`config.mk`:
```
export PLATFORM = sky130hd
export DESIGN_NAME = backlight_level_fade_control
export DESIGN_NICKNAME = d
export VERILOG_FILES = /design/src/shared/backlight_pkg.sv /design/src/rtl/backlight_level_fade_control.sv /design/src/rtl/fade_step_timer.sv
export SDC_FILE = /design/constraint.sdc
export NUM_CORES = 1
export LEC_CHECK = 0
export ABC_CLOCK_PERIOD_IN_PS = 20300
export BUFFER_PORTS_ARGS = -buffer_cell sky130_fd_sc_hd__buf_4
export CAP_MARGIN = 20
export CORE_ASPECT_RATIO = 0.75
export CORE_MARGIN = 2
export CORE_UTILIZATION = 60
export CTS_CLUSTER_SIZE = 12
export DETAILED_ROUTE_END_ITERATION = 8
export PLACE_DENSITY = 0.74
export SKIP_LAST_GASP = 1
export SLEW_MARGIN = 20
export SYNTH_ARGS = -nofsm -noshare
export SYNTH_HDL_FRONTEND = slang
export SYNTH_SLANG_ARGS = --single-unit
```
`constraint.sdc`:
```
create_clock -name clk -period 20.3 [get_ports clk]
set_clock_uncertainty 0.1 [all_clocks]
set_input_delay 1.015 -clock clk [delete_from_list [all_inputs] [get_ports clk]]
set_output_delay 1.015 -clock clk [all_outputs]
set_load 0.01 [all_outputs]
```
`src/shared/backlight_pkg.sv`:
```
package backlight_pkg;

  // Register offsets of the backlight configuration bank.
  localparam logic [7:0] OFS_BACKLIGHT_CONFIG = 8'h04;
  localparam logic [7:0] OFS_DIODE_GROUP_SELECT = 8'h05;
  localparam logic [7:0] OFS_DIODE_PWM_ENABLE = 8'h06;
  localparam logic [7:0] OFS_OFF_TIMEOUT = 8'h07;
  localparam logic [7:0] OFS_DIM_TIMEOUT = 8'h08;
  localparam logic [7:0] OFS_FADE_RATES = 8'h09;

  // Field positions inside backlight_config.
  localparam int SENSOR_SOURCE_SELECT_POS = 7;
  localparam int SECOND_SENSOR_ENABLE_POS = 6;
  localparam int BRIGHTNESS_LEVEL_MSB = 5;
  localparam int BRIGHTNESS_LEVEL_LSB = 3;
  localparam int TRANSFER_LAW_MSB = 2;
  localparam int TRANSFER_LAW_LSB = 1;
  localparam int FADE_OVERRIDE_POS = 0;

  // Field positions inside fade_rates.
  localparam int FADE_OUT_RATE_MSB = 7;
  localparam int FADE_OUT_RATE_LSB = 4;
  localparam int FADE_IN_RATE_MSB = 3;
  localparam int FADE_IN_RATE_LSB = 0;

  // Diode whose sink gives way to the second light input.
  localparam int SINK_SIX_IDX = 5;
  localparam int NUM_DIODES = 7;

  // Reset values.
  localparam logic [7:0] RST_BACKLIGHT_CONFIG = 8'h00;
  localparam logic [6:0] RST_DIODE_GROUP_SELECT = 7'h00;
  localparam logic [6:0] RST_DIODE_PWM_ENABLE = 7'h00;
  localparam logic [6:0] RST_OFF_TIMEOUT = 7'h00;
  localparam logic [6:0] RST_DIM_TIMEOUT = 7'h00;
  localparam logic [7:0] RST_FADE_RATES = 8'h00;

  // Highest level code that selects a real level.
  localparam logic [2:0] LEVEL_LAST = 3'h4;

  // Transfer law codes.
  localparam logic [1:0] LAW_CUBIC_10 = 2'h2;
  localparam logic [1:0] LAW_CUBIC_11 = 2'h3;

  // Current codes: full scale is 30 mA.
  localparam logic [6:0] CODE_FULL_SCALE = 7'h7f;
  localparam logic [6:0] CODE_MID_SCALE = 7'h40;
  localparam int FULL_SCALE_CODES = 127;

  // Timing.
  localparam int CLK_PERIOD_NS = 10;
  localparam int TICK_TIME_MS = 1000;
  localparam int TICK_CYCLES = TICK_TIME_MS * 1000000 / CLK_PERIOD_NS;
  localparam int FADE_UNIT_MS = 100;
  localparam int FADE_UNIT_CYCLES = FADE_UNIT_MS * 1000000 / CLK_PERIOD_NS / FULL_SCALE_CODES;

  // Fade time encoding, counted in tenths of a second.
  localparam int FADE_TENTHS_FAST = 1;
  localparam int FADE_TENTHS_FINE_STEP = 3;
  localparam int FADE_TENTHS_COARSE_STEP = 5;
  localparam int FADE_CODE_FINE_LAST = 10;

  typedef enum logic [5:0] {
    ST_OFF = 6'h01,
    ST_FADE_IN = 6'h02,
    ST_AT_MAX = 6'h04,
    ST_FADE_DIM = 6'h08,
    ST_AT_DIM = 6'h10,
    ST_FADE_OFF = 6'h20
  } seq_state_t;

endpackage

```
`src/rtl/backlight_level_fade_control.sv`:
```
// Summary of operation
// - Bit 7 picks the second light input for level control, else the main input.
// - Bit 6 enables the second light input and turns sink six off.
// - Level codes 0 to 4 are levels one to five; higher codes give zero current.
// - Level field shows the level in use; writes force it; auto mode overwrites it.
// - Transfer law codes 00 and 01 are square law; cubic codes 10 and 11 bend the step timing.
// - Bit 0 turns the fade override on when set.
// - A set group bit makes that sink independent; clear follows backlight enable.
// - A set PWM bit lets the external PWM scale that sink; clear ignores it.
// - Off timeout in whole seconds turns the backlight off; zero disables it.
// - With dim timeout enabled, off timeout counts only after dim expires.
// - Dim timeout in whole seconds moves to dim current; zero disables it.
// - Dim timeout counting starts only once maximum current is reached.
// - Fade-out code gives 0.1 s, then 0.3 s steps to 3.0 s, then 0.5 s steps.
// - Fade-in uses the same encoding, ramping up to maximum on turn-on.
// - A fade-out ramps from present current to dim or off value.
// - Fade times are for full scale; shorter swings take proportionally less time.
// - Rate code zero still ramps, finishing in about 100 ms.
// - Auto mode makes the level follow the comparators over software writes.
// - Dim expiry sets the dim flag; software may force it only while enabled.
// - The backlight-off flag is raised when an automated fade profile completes.
`timescale 1ns/100ps
`default_nettype none
module backlight_level_fade_control #(
  parameter int TICK_CYCLES_P = backlight_pkg::TICK_CYCLES, // Cycles per second tick.
  parameter int FADE_UNIT_CYCLES_P = backlight_pkg::FADE_UNIT_CYCLES // Cycles per code, 0.1 s.
) (
  input wire logic clk, // System clock, 100 MHz.
  input wire logic sys_rst, // Synchronous reset, active high.
  input wire logic reg_wr_en, // Register write strobe.
  input wire logic reg_rd_en, // Register read strobe.
  input wire logic [7:0] reg_addr, // Register offset.
  input wire logic [7:0] reg_wdata, // Register write data.
  output logic [7:0] reg_rdata, // Read data, valid the cycle after reg_rd_en.
  input wire logic backlight_enable, // Common backlight enable.
  input wire logic auto_level_enable, // Automatic comparator level control.
  input wire logic dim_force, // Software request to enter dim mode.
  input wire logic [2:0] main_light_level, // Level chosen by the main light input.
  input wire logic [2:0] second_light_level, // Level chosen by the second light input.
  input wire logic [6:0] level_max_current, // Maximum current code of the level in use.
  input wire logic [6:0] level_dim_current, // Dim current code of the level in use.
  input wire logic pwm_in, // External PWM input.
  output logic [2:0] brightness_level, // Level field in use.
  output logic [1:0] transfer_law, // Transfer law code.
  output logic second_sensor_on, // Second light input enabled.
  output logic [6:0] backlight_current, // Present backlight current code.
  output logic [6:0] sink_group_on, // Sink driven by the common backlight.
  output logic [6:0] sink_independent, // Sink runs as an independent sink.
  output logic [6:0] sink_pwm_gate, // Per-sink PWM scale gate, 1 passes current.
  output logic dim_mode, // Dim mode flag.
  output logic backlight_off_event // One-cycle pulse when a fade profile ends.
);
  import backlight_pkg::*;

  typedef struct packed {
    logic [7:0] cfg;
    logic [6:0] grp;
    logic [6:0] pwm;
    logic [6:0] off_timeout_secs;
    logic [6:0] dim_timeout_secs;
    logic [7:0] rates;
    seq_state_t st;
    logic [6:0] cur;
    logic [26:0] tick;
    logic [6:0] tcnt;
    logic dim_mode;
    logic off_latched;
    logic off_evt;
    logic [7:0] rdata;
  } ctl_t;

  ctl_t q_ff;
  ctl_t nxt_q;
  logic [2:0] lvl;
  logic lvl_ok;
  logic [6:0] max_tgt;
  logic [6:0] dim_tgt;
  logic [6:0] fade_tgt;
  logic fading;
  logic step;
  logic [3:0] rate_code;
  logic tick_hit;
  logic [6:0] dim_limit;

  assign lvl = q_ff.cfg[BRIGHTNESS_LEVEL_MSB:BRIGHTNESS_LEVEL_LSB];
  assign lvl_ok = (lvl <= LEVEL_LAST);
  assign max_tgt = lvl_ok ? level_max_current : 7'h00;
  assign dim_tgt = lvl_ok ? level_dim_current : 7'h00;
  assign tick_hit = (q_ff.tick == 27'(TICK_CYCLES_P - 1));
  assign dim_limit = (q_ff.dim_timeout_secs != 7'h00) ? q_ff.dim_timeout_secs : q_ff.off_timeout_secs;

  always_comb begin
    fade_tgt = 7'h00;
    if (q_ff.st == ST_FADE_IN) begin
      fade_tgt = max_tgt;
    end else if (q_ff.st == ST_FADE_DIM) begin
      fade_tgt = dim_tgt;
    end
  end

  assign fading = (q_ff.st == ST_FADE_IN || q_ff.st == ST_FADE_DIM || q_ff.st == ST_FADE_OFF)
    && (q_ff.cur != fade_tgt);

  // The override drops the programmed rate and uses the fast 0.1 s ramp.
  always_comb begin
    if (q_ff.cfg[FADE_OVERRIDE_POS]) begin
      rate_code = 4'h0;
    end else if (q_ff.st == ST_FADE_IN) begin
      rate_code = q_ff.rates[FADE_IN_RATE_MSB:FADE_IN_RATE_LSB];
    end else begin
      rate_code = q_ff.rates[FADE_OUT_RATE_MSB:FADE_OUT_RATE_LSB];
    end
  end

  fade_step_timer #(
    .UNIT_CYCLES(FADE_UNIT_CYCLES_P)
  ) u_step (
    .clk(clk),
    .sys_rst(sys_rst),
    .active(fading),
    .rate_code(rate_code),
    .law(q_ff.cfg[TRANSFER_LAW_MSB:TRANSFER_LAW_LSB]),
    .cur_code(q_ff.cur),
    .step(step)
  );

  always_comb begin
    nxt_q = q_ff;
    nxt_q.off_evt = 1'b0;
    nxt_q.tick = tick_hit ? 27'h000_0000 : q_ff.tick + 27'h000_0001;
    if (reg_rd_en) begin
      nxt_q.rdata = 8'h00;
      if (reg_addr == OFS_BACKLIGHT_CONFIG) begin
        nxt_q.rdata = q_ff.cfg;
      end else if (reg_addr == OFS_DIODE_GROUP_SELECT) begin
        nxt_q.rdata = {1'b0, q_ff.grp};
      end else if (reg_addr == OFS_DIODE_PWM_ENABLE) begin
        nxt_q.rdata = {1'b0, q_ff.pwm};
      end else if (reg_addr == OFS_OFF_TIMEOUT) begin
        nxt_q.rdata = {1'b0, q_ff.off_timeout_secs};
      end else if (reg_addr == OFS_DIM_TIMEOUT) begin
        nxt_q.rdata = {1'b0, q_ff.dim_timeout_secs};
      end else if (reg_addr == OFS_FADE_RATES) begin
        nxt_q.rdata = q_ff.rates;
      end
    end
    if (reg_wr_en) begin
      if (reg_addr == OFS_BACKLIGHT_CONFIG) begin
        nxt_q.cfg = reg_wdata;
      end else if (reg_addr == OFS_DIODE_GROUP_SELECT) begin
        nxt_q.grp = reg_wdata[6:0];
      end else if (reg_addr == OFS_DIODE_PWM_ENABLE) begin
        nxt_q.pwm = reg_wdata[6:0];
      end else if (reg_addr == OFS_OFF_TIMEOUT) begin
        nxt_q.off_timeout_secs = reg_wdata[6:0];
      end else if (reg_addr == OFS_DIM_TIMEOUT) begin
        nxt_q.dim_timeout_secs = reg_wdata[6:0];
      end else if (reg_addr == OFS_FADE_RATES) begin
        nxt_q.rates = reg_wdata;
      end
    end
    // Automatic control wins over a software write in the same cycle.
    if (auto_level_enable) begin
      nxt_q.cfg[BRIGHTNESS_LEVEL_MSB:BRIGHTNESS_LEVEL_LSB] =
        q_ff.cfg[SENSOR_SOURCE_SELECT_POS] ? second_light_level : main_light_level;
    end
    if (step) begin
      nxt_q.cur = (q_ff.cur < fade_tgt) ? q_ff.cur + 7'h01 : q_ff.cur - 7'h01;
    end
    if (dim_force && backlight_enable) begin
      nxt_q.dim_mode = 1'b1;
    end
    if (!backlight_enable) begin
      nxt_q.off_latched = 1'b0;
      nxt_q.dim_mode = 1'b0;
      if (q_ff.st != ST_OFF && q_ff.st != ST_FADE_OFF) begin
        nxt_q.st = ST_FADE_OFF;
      end else if (q_ff.st == ST_FADE_OFF && q_ff.cur == 7'h00) begin
        nxt_q.st = ST_OFF;
        nxt_q.off_evt = 1'b1;
      end
    end else begin
      case (q_ff.st)
        ST_OFF: begin
          if (!q_ff.off_latched) begin
            nxt_q.st = ST_FADE_IN;
          end
        end
        ST_FADE_IN: begin
          if (q_ff.cur == max_tgt) begin
            nxt_q.st = ST_AT_MAX;
            nxt_q.tick = 27'h000_0000;
            nxt_q.tcnt = 7'h00;
          end
        end
        ST_AT_MAX: begin
          if (q_ff.dim_mode || dim_force) begin
            nxt_q.st = ST_FADE_DIM;
          end else if (q_ff.cur != max_tgt) begin
            nxt_q.st = ST_FADE_IN;
          end else if (tick_hit && dim_limit != 7'h00) begin
            nxt_q.tcnt = q_ff.tcnt + 7'h01;
            if (q_ff.tcnt + 7'h01 >= dim_limit) begin
              nxt_q.tcnt = 7'h00;
              if (q_ff.dim_timeout_secs != 7'h00) begin
                nxt_q.dim_mode = 1'b1;
                nxt_q.st = ST_FADE_DIM;
              end else begin
                nxt_q.off_latched = 1'b1;
                nxt_q.st = ST_FADE_OFF;
              end
            end
          end
        end
        ST_FADE_DIM: begin
          if (q_ff.cur == dim_tgt) begin
            nxt_q.st = ST_AT_DIM;
            nxt_q.tick = 27'h000_0000;
            nxt_q.tcnt = 7'h00;
          end
        end
        ST_AT_DIM: begin
          if (q_ff.cur != dim_tgt) begin
            nxt_q.st = ST_FADE_DIM;
          end else if (tick_hit && q_ff.off_timeout_secs != 7'h00) begin
            nxt_q.tcnt = q_ff.tcnt + 7'h01;
            if (q_ff.tcnt + 7'h01 >= q_ff.off_timeout_secs) begin
              nxt_q.tcnt = 7'h00;
              nxt_q.off_latched = 1'b1;
              nxt_q.st = ST_FADE_OFF;
            end
          end
        end
        ST_FADE_OFF: begin
          if (q_ff.cur == 7'h00) begin
            nxt_q.st = ST_OFF;
            nxt_q.off_evt = 1'b1;
          end
        end
        default: begin
          nxt_q.st = ST_OFF;
        end
      endcase
    end
    if (nxt_q.st != ST_AT_MAX && nxt_q.st != ST_AT_DIM) begin
      nxt_q.tcnt = 7'h00;
    end
  end

  always_ff @(posedge clk) begin
    if (sys_rst) begin
      q_ff.cfg <= RST_BACKLIGHT_CONFIG;
      q_ff.grp <= RST_DIODE_GROUP_SELECT;
      q_ff.pwm <= RST_DIODE_PWM_ENABLE;
      q_ff.off_timeout_secs <= RST_OFF_TIMEOUT;
      q_ff.dim_timeout_secs <= RST_DIM_TIMEOUT;
      q_ff.rates <= RST_FADE_RATES;
      q_ff.st <= ST_OFF;
      q_ff.cur <= 7'h00;
      q_ff.tick <= 27'h000_0000;
      q_ff.tcnt <= 7'h00;
      q_ff.dim_mode <= 1'b0;
      q_ff.off_latched <= 1'b0;
      q_ff.off_evt <= 1'b0;
      q_ff.rdata <= 8'h00;
    end else begin
      q_ff <= nxt_q;
    end
  end

  assign reg_rdata = q_ff.rdata;
  assign brightness_level = lvl;
  assign transfer_law = q_ff.cfg[TRANSFER_LAW_MSB:TRANSFER_LAW_LSB];
  assign second_sensor_on = q_ff.cfg[SECOND_SENSOR_ENABLE_POS];
  assign backlight_current = q_ff.cur;
  assign dim_mode = q_ff.dim_mode;
  assign backlight_off_event = q_ff.off_evt;

  // Sink six is handed to the second light input, so both its paths close.
  generate
    for (genvar i = 0; i < NUM_DIODES; i++) begin : g_sink
      localparam logic is_six = (i == SINK_SIX_IDX);
      logic blocked;
      assign blocked = is_six && q_ff.cfg[SECOND_SENSOR_ENABLE_POS];
      assign sink_group_on[i] = !q_ff.grp[i] && (q_ff.st != ST_OFF) && !blocked;
      assign sink_independent[i] = q_ff.grp[i] && !blocked;
      assign sink_pwm_gate[i] = q_ff.pwm[i] ? pwm_in : 1'b1;
    end
  endgenerate

  chk_source_second: assert property (@(posedge clk) disable iff (sys_rst)
    auto_level_enable && q_ff.cfg[SENSOR_SOURCE_SELECT_POS]
    |=> brightness_level == $past(second_light_level))
    else $error("level did not follow the second light input");

  chk_sink_six_off: assert property (@(posedge clk) disable iff (sys_rst)
    second_sensor_on |-> !sink_group_on[SINK_SIX_IDX] && !sink_independent[SINK_SIX_IDX])
    else $error("sink six active while second input enabled");

  chk_level_disabled: assert property (@(posedge clk) disable iff (sys_rst)
    (q_ff.st == ST_AT_MAX) && !lvl_ok && $stable(lvl) |-> backlight_current == 7'h00)
    else $error("disabled level left current nonzero");

  chk_manual_write: assert property (@(posedge clk) disable iff (sys_rst)
    reg_wr_en && reg_addr == OFS_BACKLIGHT_CONFIG && !auto_level_enable
    |=> brightness_level == $past(reg_wdata[BRIGHTNESS_LEVEL_MSB:BRIGHTNESS_LEVEL_LSB]))
    else $error("software level write not taken");

  chk_ramp_single: assert property (@(posedge clk) disable iff (sys_rst)
    $changed(backlight_current) |-> $past(step)
    && (backlight_current == $past(q_ff.cur) + 7'h01
    || backlight_current == $past(q_ff.cur) - 7'h01))
    else $error("current jumped instead of ramping");

  chk_off_event: assert property (@(posedge clk) disable iff (sys_rst)
    backlight_off_event |-> $past(q_ff.st) == ST_FADE_OFF && backlight_current == 7'h00
    ##1 !backlight_off_event)
    else $error("off event without a finished fade");

  chk_dim_wait_max: assert property (@(posedge clk) disable iff (sys_rst)
    q_ff.tcnt != 7'h00 |-> q_ff.st == ST_AT_MAX || q_ff.st == ST_AT_DIM)
    else $error("timeout counted before maximum was reached");

  chk_dim_flag: assert property (@(posedge clk) disable iff (sys_rst)
    $rose(dim_mode) |-> $past(backlight_enable))
    else $error("dim mode entered while backlight disabled");

  chk_reserved_zero: assert property (@(posedge clk) disable iff (sys_rst)
    reg_rd_en && reg_addr == OFS_DIODE_GROUP_SELECT |=> reg_rdata[7] == 1'b0)
    else $error("reserved bit read as one");

  chk_pwm_ignore: assert property (@(posedge clk) disable iff (sys_rst)
    !q_ff.pwm[0] |-> sink_pwm_gate[0])
    else $error("sink gated by PWM while scaling disabled");

endmodule
`default_nettype wire

```
`src/rtl/fade_step_timer.sv`:
```
`timescale 1ns/100ps
`default_nettype none
module fade_step_timer #(
  parameter int UNIT_CYCLES = backlight_pkg::FADE_UNIT_CYCLES
) (
  input wire logic clk, // System clock.
  input wire logic sys_rst, // Synchronous reset, active high.
  input wire logic active, // A fade is in progress.
  input wire logic [3:0] rate_code, // Fade rate code in use.
  input wire logic [1:0] law, // Transfer law code.
  input wire logic [6:0] cur_code, // Present current code.
  output logic step // One-cycle pulse: move one current code.
);
  import backlight_pkg::*;

  typedef struct packed {
    logic [31:0] cnt;
  } step_st_t;

  step_st_t q_ff;
  step_st_t nxt_q;
  logic [31:0] base;
  logic [31:0] period;

  function automatic int fade_tenths(input logic [3:0] code);
    if (code == 4'h0) begin
      return FADE_TENTHS_FAST;
    end else if (int'(code) <= FADE_CODE_FINE_LAST) begin
      return FADE_TENTHS_FINE_STEP * int'(code);
    end else begin
      return FADE_TENTHS_FINE_STEP * FADE_CODE_FINE_LAST
        + FADE_TENTHS_COARSE_STEP * (int'(code) - FADE_CODE_FINE_LAST);
    end
  endfunction

  // The step period per code is fixed by the rate, so a short swing ends early.
  always_comb begin
    base = 32'(fade_tenths(rate_code) * UNIT_CYCLES);
    period = base;
    // The cubic laws bend the time per code but keep the full-scale total.
    if (law == LAW_CUBIC_10) begin
      period = (cur_code < CODE_MID_SCALE) ? base + (base >> 1) : (base >> 1);
    end else if (law == LAW_CUBIC_11) begin
      period = (cur_code < CODE_MID_SCALE) ? (base >> 1) : base + (base >> 1);
    end
    if (period == 32'h0000_0000) begin
      period = 32'h0000_0001;
    end
  end

  always_comb begin
    nxt_q = q_ff;
    if (!active || step) begin
      nxt_q.cnt = 32'h0000_0000;
    end else begin
      nxt_q.cnt = q_ff.cnt + 32'h0000_0001;
    end
  end

  always_ff @(posedge clk) begin
    if (sys_rst) begin
      q_ff <= '0;
    end else begin
      q_ff <= nxt_q;
    end
  end

  assign step = active && (q_ff.cnt >= period - 32'h0000_0001);

  chk_step_spacing: assert property (@(posedge clk) disable iff (sys_rst)
    step && active |=> !step)
    else $error("fade steps came back to back");

endmodule
`default_nettype wire

```
==> metrics.csv <==
metric,value,unit
post_drt_via_cell_ratio,6.05,
yosysSeqAreaShare,15.8,%
grt_first_pass_wirelength,71900,um
finalPower,667,uW
max_slew_margin,36.7,%
grt_antenna_before_repair,0,
ys_ff_latch,134,
finalSetupTns,0,ps
track_usage,30.1,%
cp.required,20560,ps
min_path_type,register to register,
fmax,63.8,MHz
antennaDiodeCount,0,
maxSlewViolCount,0,
clock-sinks,134,
htreeDepth,4,
routabilityCongestion,0.975,
die_area,29600,um^2
cts_resized,0,
status,completed,
yosys.area.top_type,ha_1,
nets,2459,
cts-hold-fix-buffers,0,
cts_setup_buffers,0,
insertion_delay,420,ps
start_kind,register,
hpwlAfterDp,34800,um
die_h,150,um
rsz0062_at_grt,no,
vdd_drop_max,0.0569,mV
drt-initial-drc-count,1359,
crit_slowest_cell,nor4b_1,
grt_max_degree,69,
drt_pre_antenna_iters,9,
gr-total-overflow,0,
finalCriticalPeriod,15670,ps
clockBufferDepth,2,
drc,0,
path_max_fanout,22,
synthArstFlopShare,0,%
port_buffers,87,
rows,53,
path_common_cell,ha_1,
yosys_warnings,0,
routed_wl,43900,um
cts_tree,built,
path_class,register to register,
worstPathArrival,15930,ps
yosysUniqueCellTypes,96,
synthCells,2072,
critPathCaptureType,register,
ioPinCount,88,
critPathMaxStageDelay,650,ps
die_w,198,um
hold_violations,0,
grt_pass1_vias,14012,
synth_edf_count,0,
detail-route-antenna-nets,0,
maxCapViolCount,0,
via_count,15133,
synth_area_leaders,"ha_1 (16%), dfxtp_1 (16%), fa_1 (11%)",
clk_pin_slew,60,ps
initial_core_util,60.7,%
critPathBufInv,8,
cts_buffers,17,
core_area,27900,um^2
area_delta_synth_final,8.48,%
finalSetupViolations,0,
synth_top_area_share,16.0,%
finalCritPeriodShare,77.2,%
p_per_area,36.3,nW/um^2
synth_top_flop_cell,dfxtp_1,
worstMarginPinSlew,935,ps
cts-root-buf,clkbuf_16,
final_layout_size_suffix_gt1_share,9.12,%
syn_area,16900,um^2
wire_per_inst,17.6,um
crit_family,compound AO/OA/AOI/OAI gates,
p_leak,0.00855,uW
synth.avg_cell_area,8.18,um^2
[metrics by stage]
step | instances | hold WS [ps] | setup slack, ps | util, % | area [um^2]
2_1_floorplan | 2077 | 330 | 6060 | - | 17000
3_3_place_gp | 2468 | 343 | 4940 | 63.5 | 17700
3_5_place_dp | 2468 | 357 | 4470 | 63.5 | 17700
4_1_cts | 2500 | 371 | 4360 | 65.7 | 18400
5_1_grt | 2501 | 389 | 3520 | 65.8 | 18400
6_report | 2501 | 364 | 4630 | 65.8 | 18400
[sequential cells by signal (all words and copies together), names as in the netlist]
register,flops
second_sensor_on,1
backlight_off_event,1
q_ff,73
u_step.q_ff,32
dim_mode,1
brightness_level,3
sink_independent,6
backlight_current,7
reg_rdata,8
transfer_law,2
[worst paths after layout]
check | start | to | slack, ps | cells past startpoint
setup / recovery | q_ff[55]$_SDFF_PP0_ | u_step.q_ff[22]$_SDFF_PP0_ | 4630 | 61
hold reg to reg | q_ff[18]$_SDFF_PP0_ | q_ff[18]$_SDFF_PP0_ | 360 | 1
hold / removal | q_ff[18]$_SDFF_PP0_ | q_ff[18]$_SDFF_PP0_ | 360 | 1
setup reg to reg | q_ff[55]$_SDFF_PP0_ | u_step.q_ff[22]$_SDFF_PP0_ | 4630 | 61
[cell usage in the layout (no fill, tap or decap), types with 8 or more instances in the layout]
cell type    n
ha_1       216
clkbuf_16   17
o211ai_1    25
a31oi_1     20
xnor2_1     68
o21a_1      15
fa_1        96
or3_1       12
nand2b_1    27
a211oi_1    25
buf_4      100
nor2_1     226
dfxtp_1    134
a22oi_1     14
nor3_1      35
nand4_1     21
o21bai_1     8
and2_1      19
inv_1      199
nand2_1    118
nand3_1     67
xor2_1      57
and3_1      29
nor4_1      10
and4_1      10
or2_2        8
o21ai_0     70
mux2i_1     64
a21o_1      54
nor2b_1     21
mux2_2      11
a21oi_1    123
a221oi_1     8
[worst reg2reg max path: cells and delay by family, from the launching register on]
family                   cells  cell delay, ps
AO/OA/AOI/OAI               19            4560
XOR/XNOR                     4             650
adder cells (fa/ha/maj)     13            4490
buffers and inverters        8            1030
flip-flops                   1             420
AND/OR/NAND/NOR             17            4330
[synthesized netlist by cell type (all sizes together) (8+ instances only)]
master and number:
nor4 12, xnor2 68, a211oi 25, o211ai 25
a221oi 8, nand2b 27, o21a 15, nor2b 21
or2 8, fa 96, a31oi 21, dfxtp 134
mux2i 64, o21ai 80, buf 40, and4 11
and2 19, nor2 226, xor2 58, o21bai 8
nand3 68, nor3 36, clkbuf 54, a21oi 129
or3 12, nand4 22, a21o 54, mux2 11
a22oi 14, and3 29, inv 202, ha 216
nand2 119
[metal layers]
metal | track usage, % | up-vias | routed length, um
li1 | - | 7315 | -
met1 | 46.7 | 7147 | 22000
met2 | 43.3 | 611 | 17900
met3 | 5.05 | 60 | 3250
met4 | 6.05 | 0 | 753
met5 | 0 | - | 0
[where the power goes]
| part | switching [uW] | internal [uW] | leakage [uW] |
|---|---|---|---|
| sequential | 3.23 | 265 | 0.00108 |
| clock | 128 | 198 | 0.000299 |
| combinational | 42.0 | 30.2 | 0.00717 |
[cell type report]
cell class / instances / area (um^2)
multi-input combinational: 1645 / 13100
fill: 2376 / 9540
sequential: 134 / 2680
inverter: 204 / 766
timing repair buffer: 101 / 762
tap: 385 / 482
clock buffer: 19 / 443
clock inverter: 13 / 169
[cells by family after synthesis]
logic type | synth area share (%)
AO/OA/AOI/OAI | 18.9
other | 0.0443
adder cells (fa/ha/maj) | 27.3
XOR/XNOR | 6.52
multiplexers | 4.78
buffers and inverters | 7.31
AND/OR/NAND/NOR | 19.3
flip-flops | 15.8
Power figures use the tool's default switching activity.
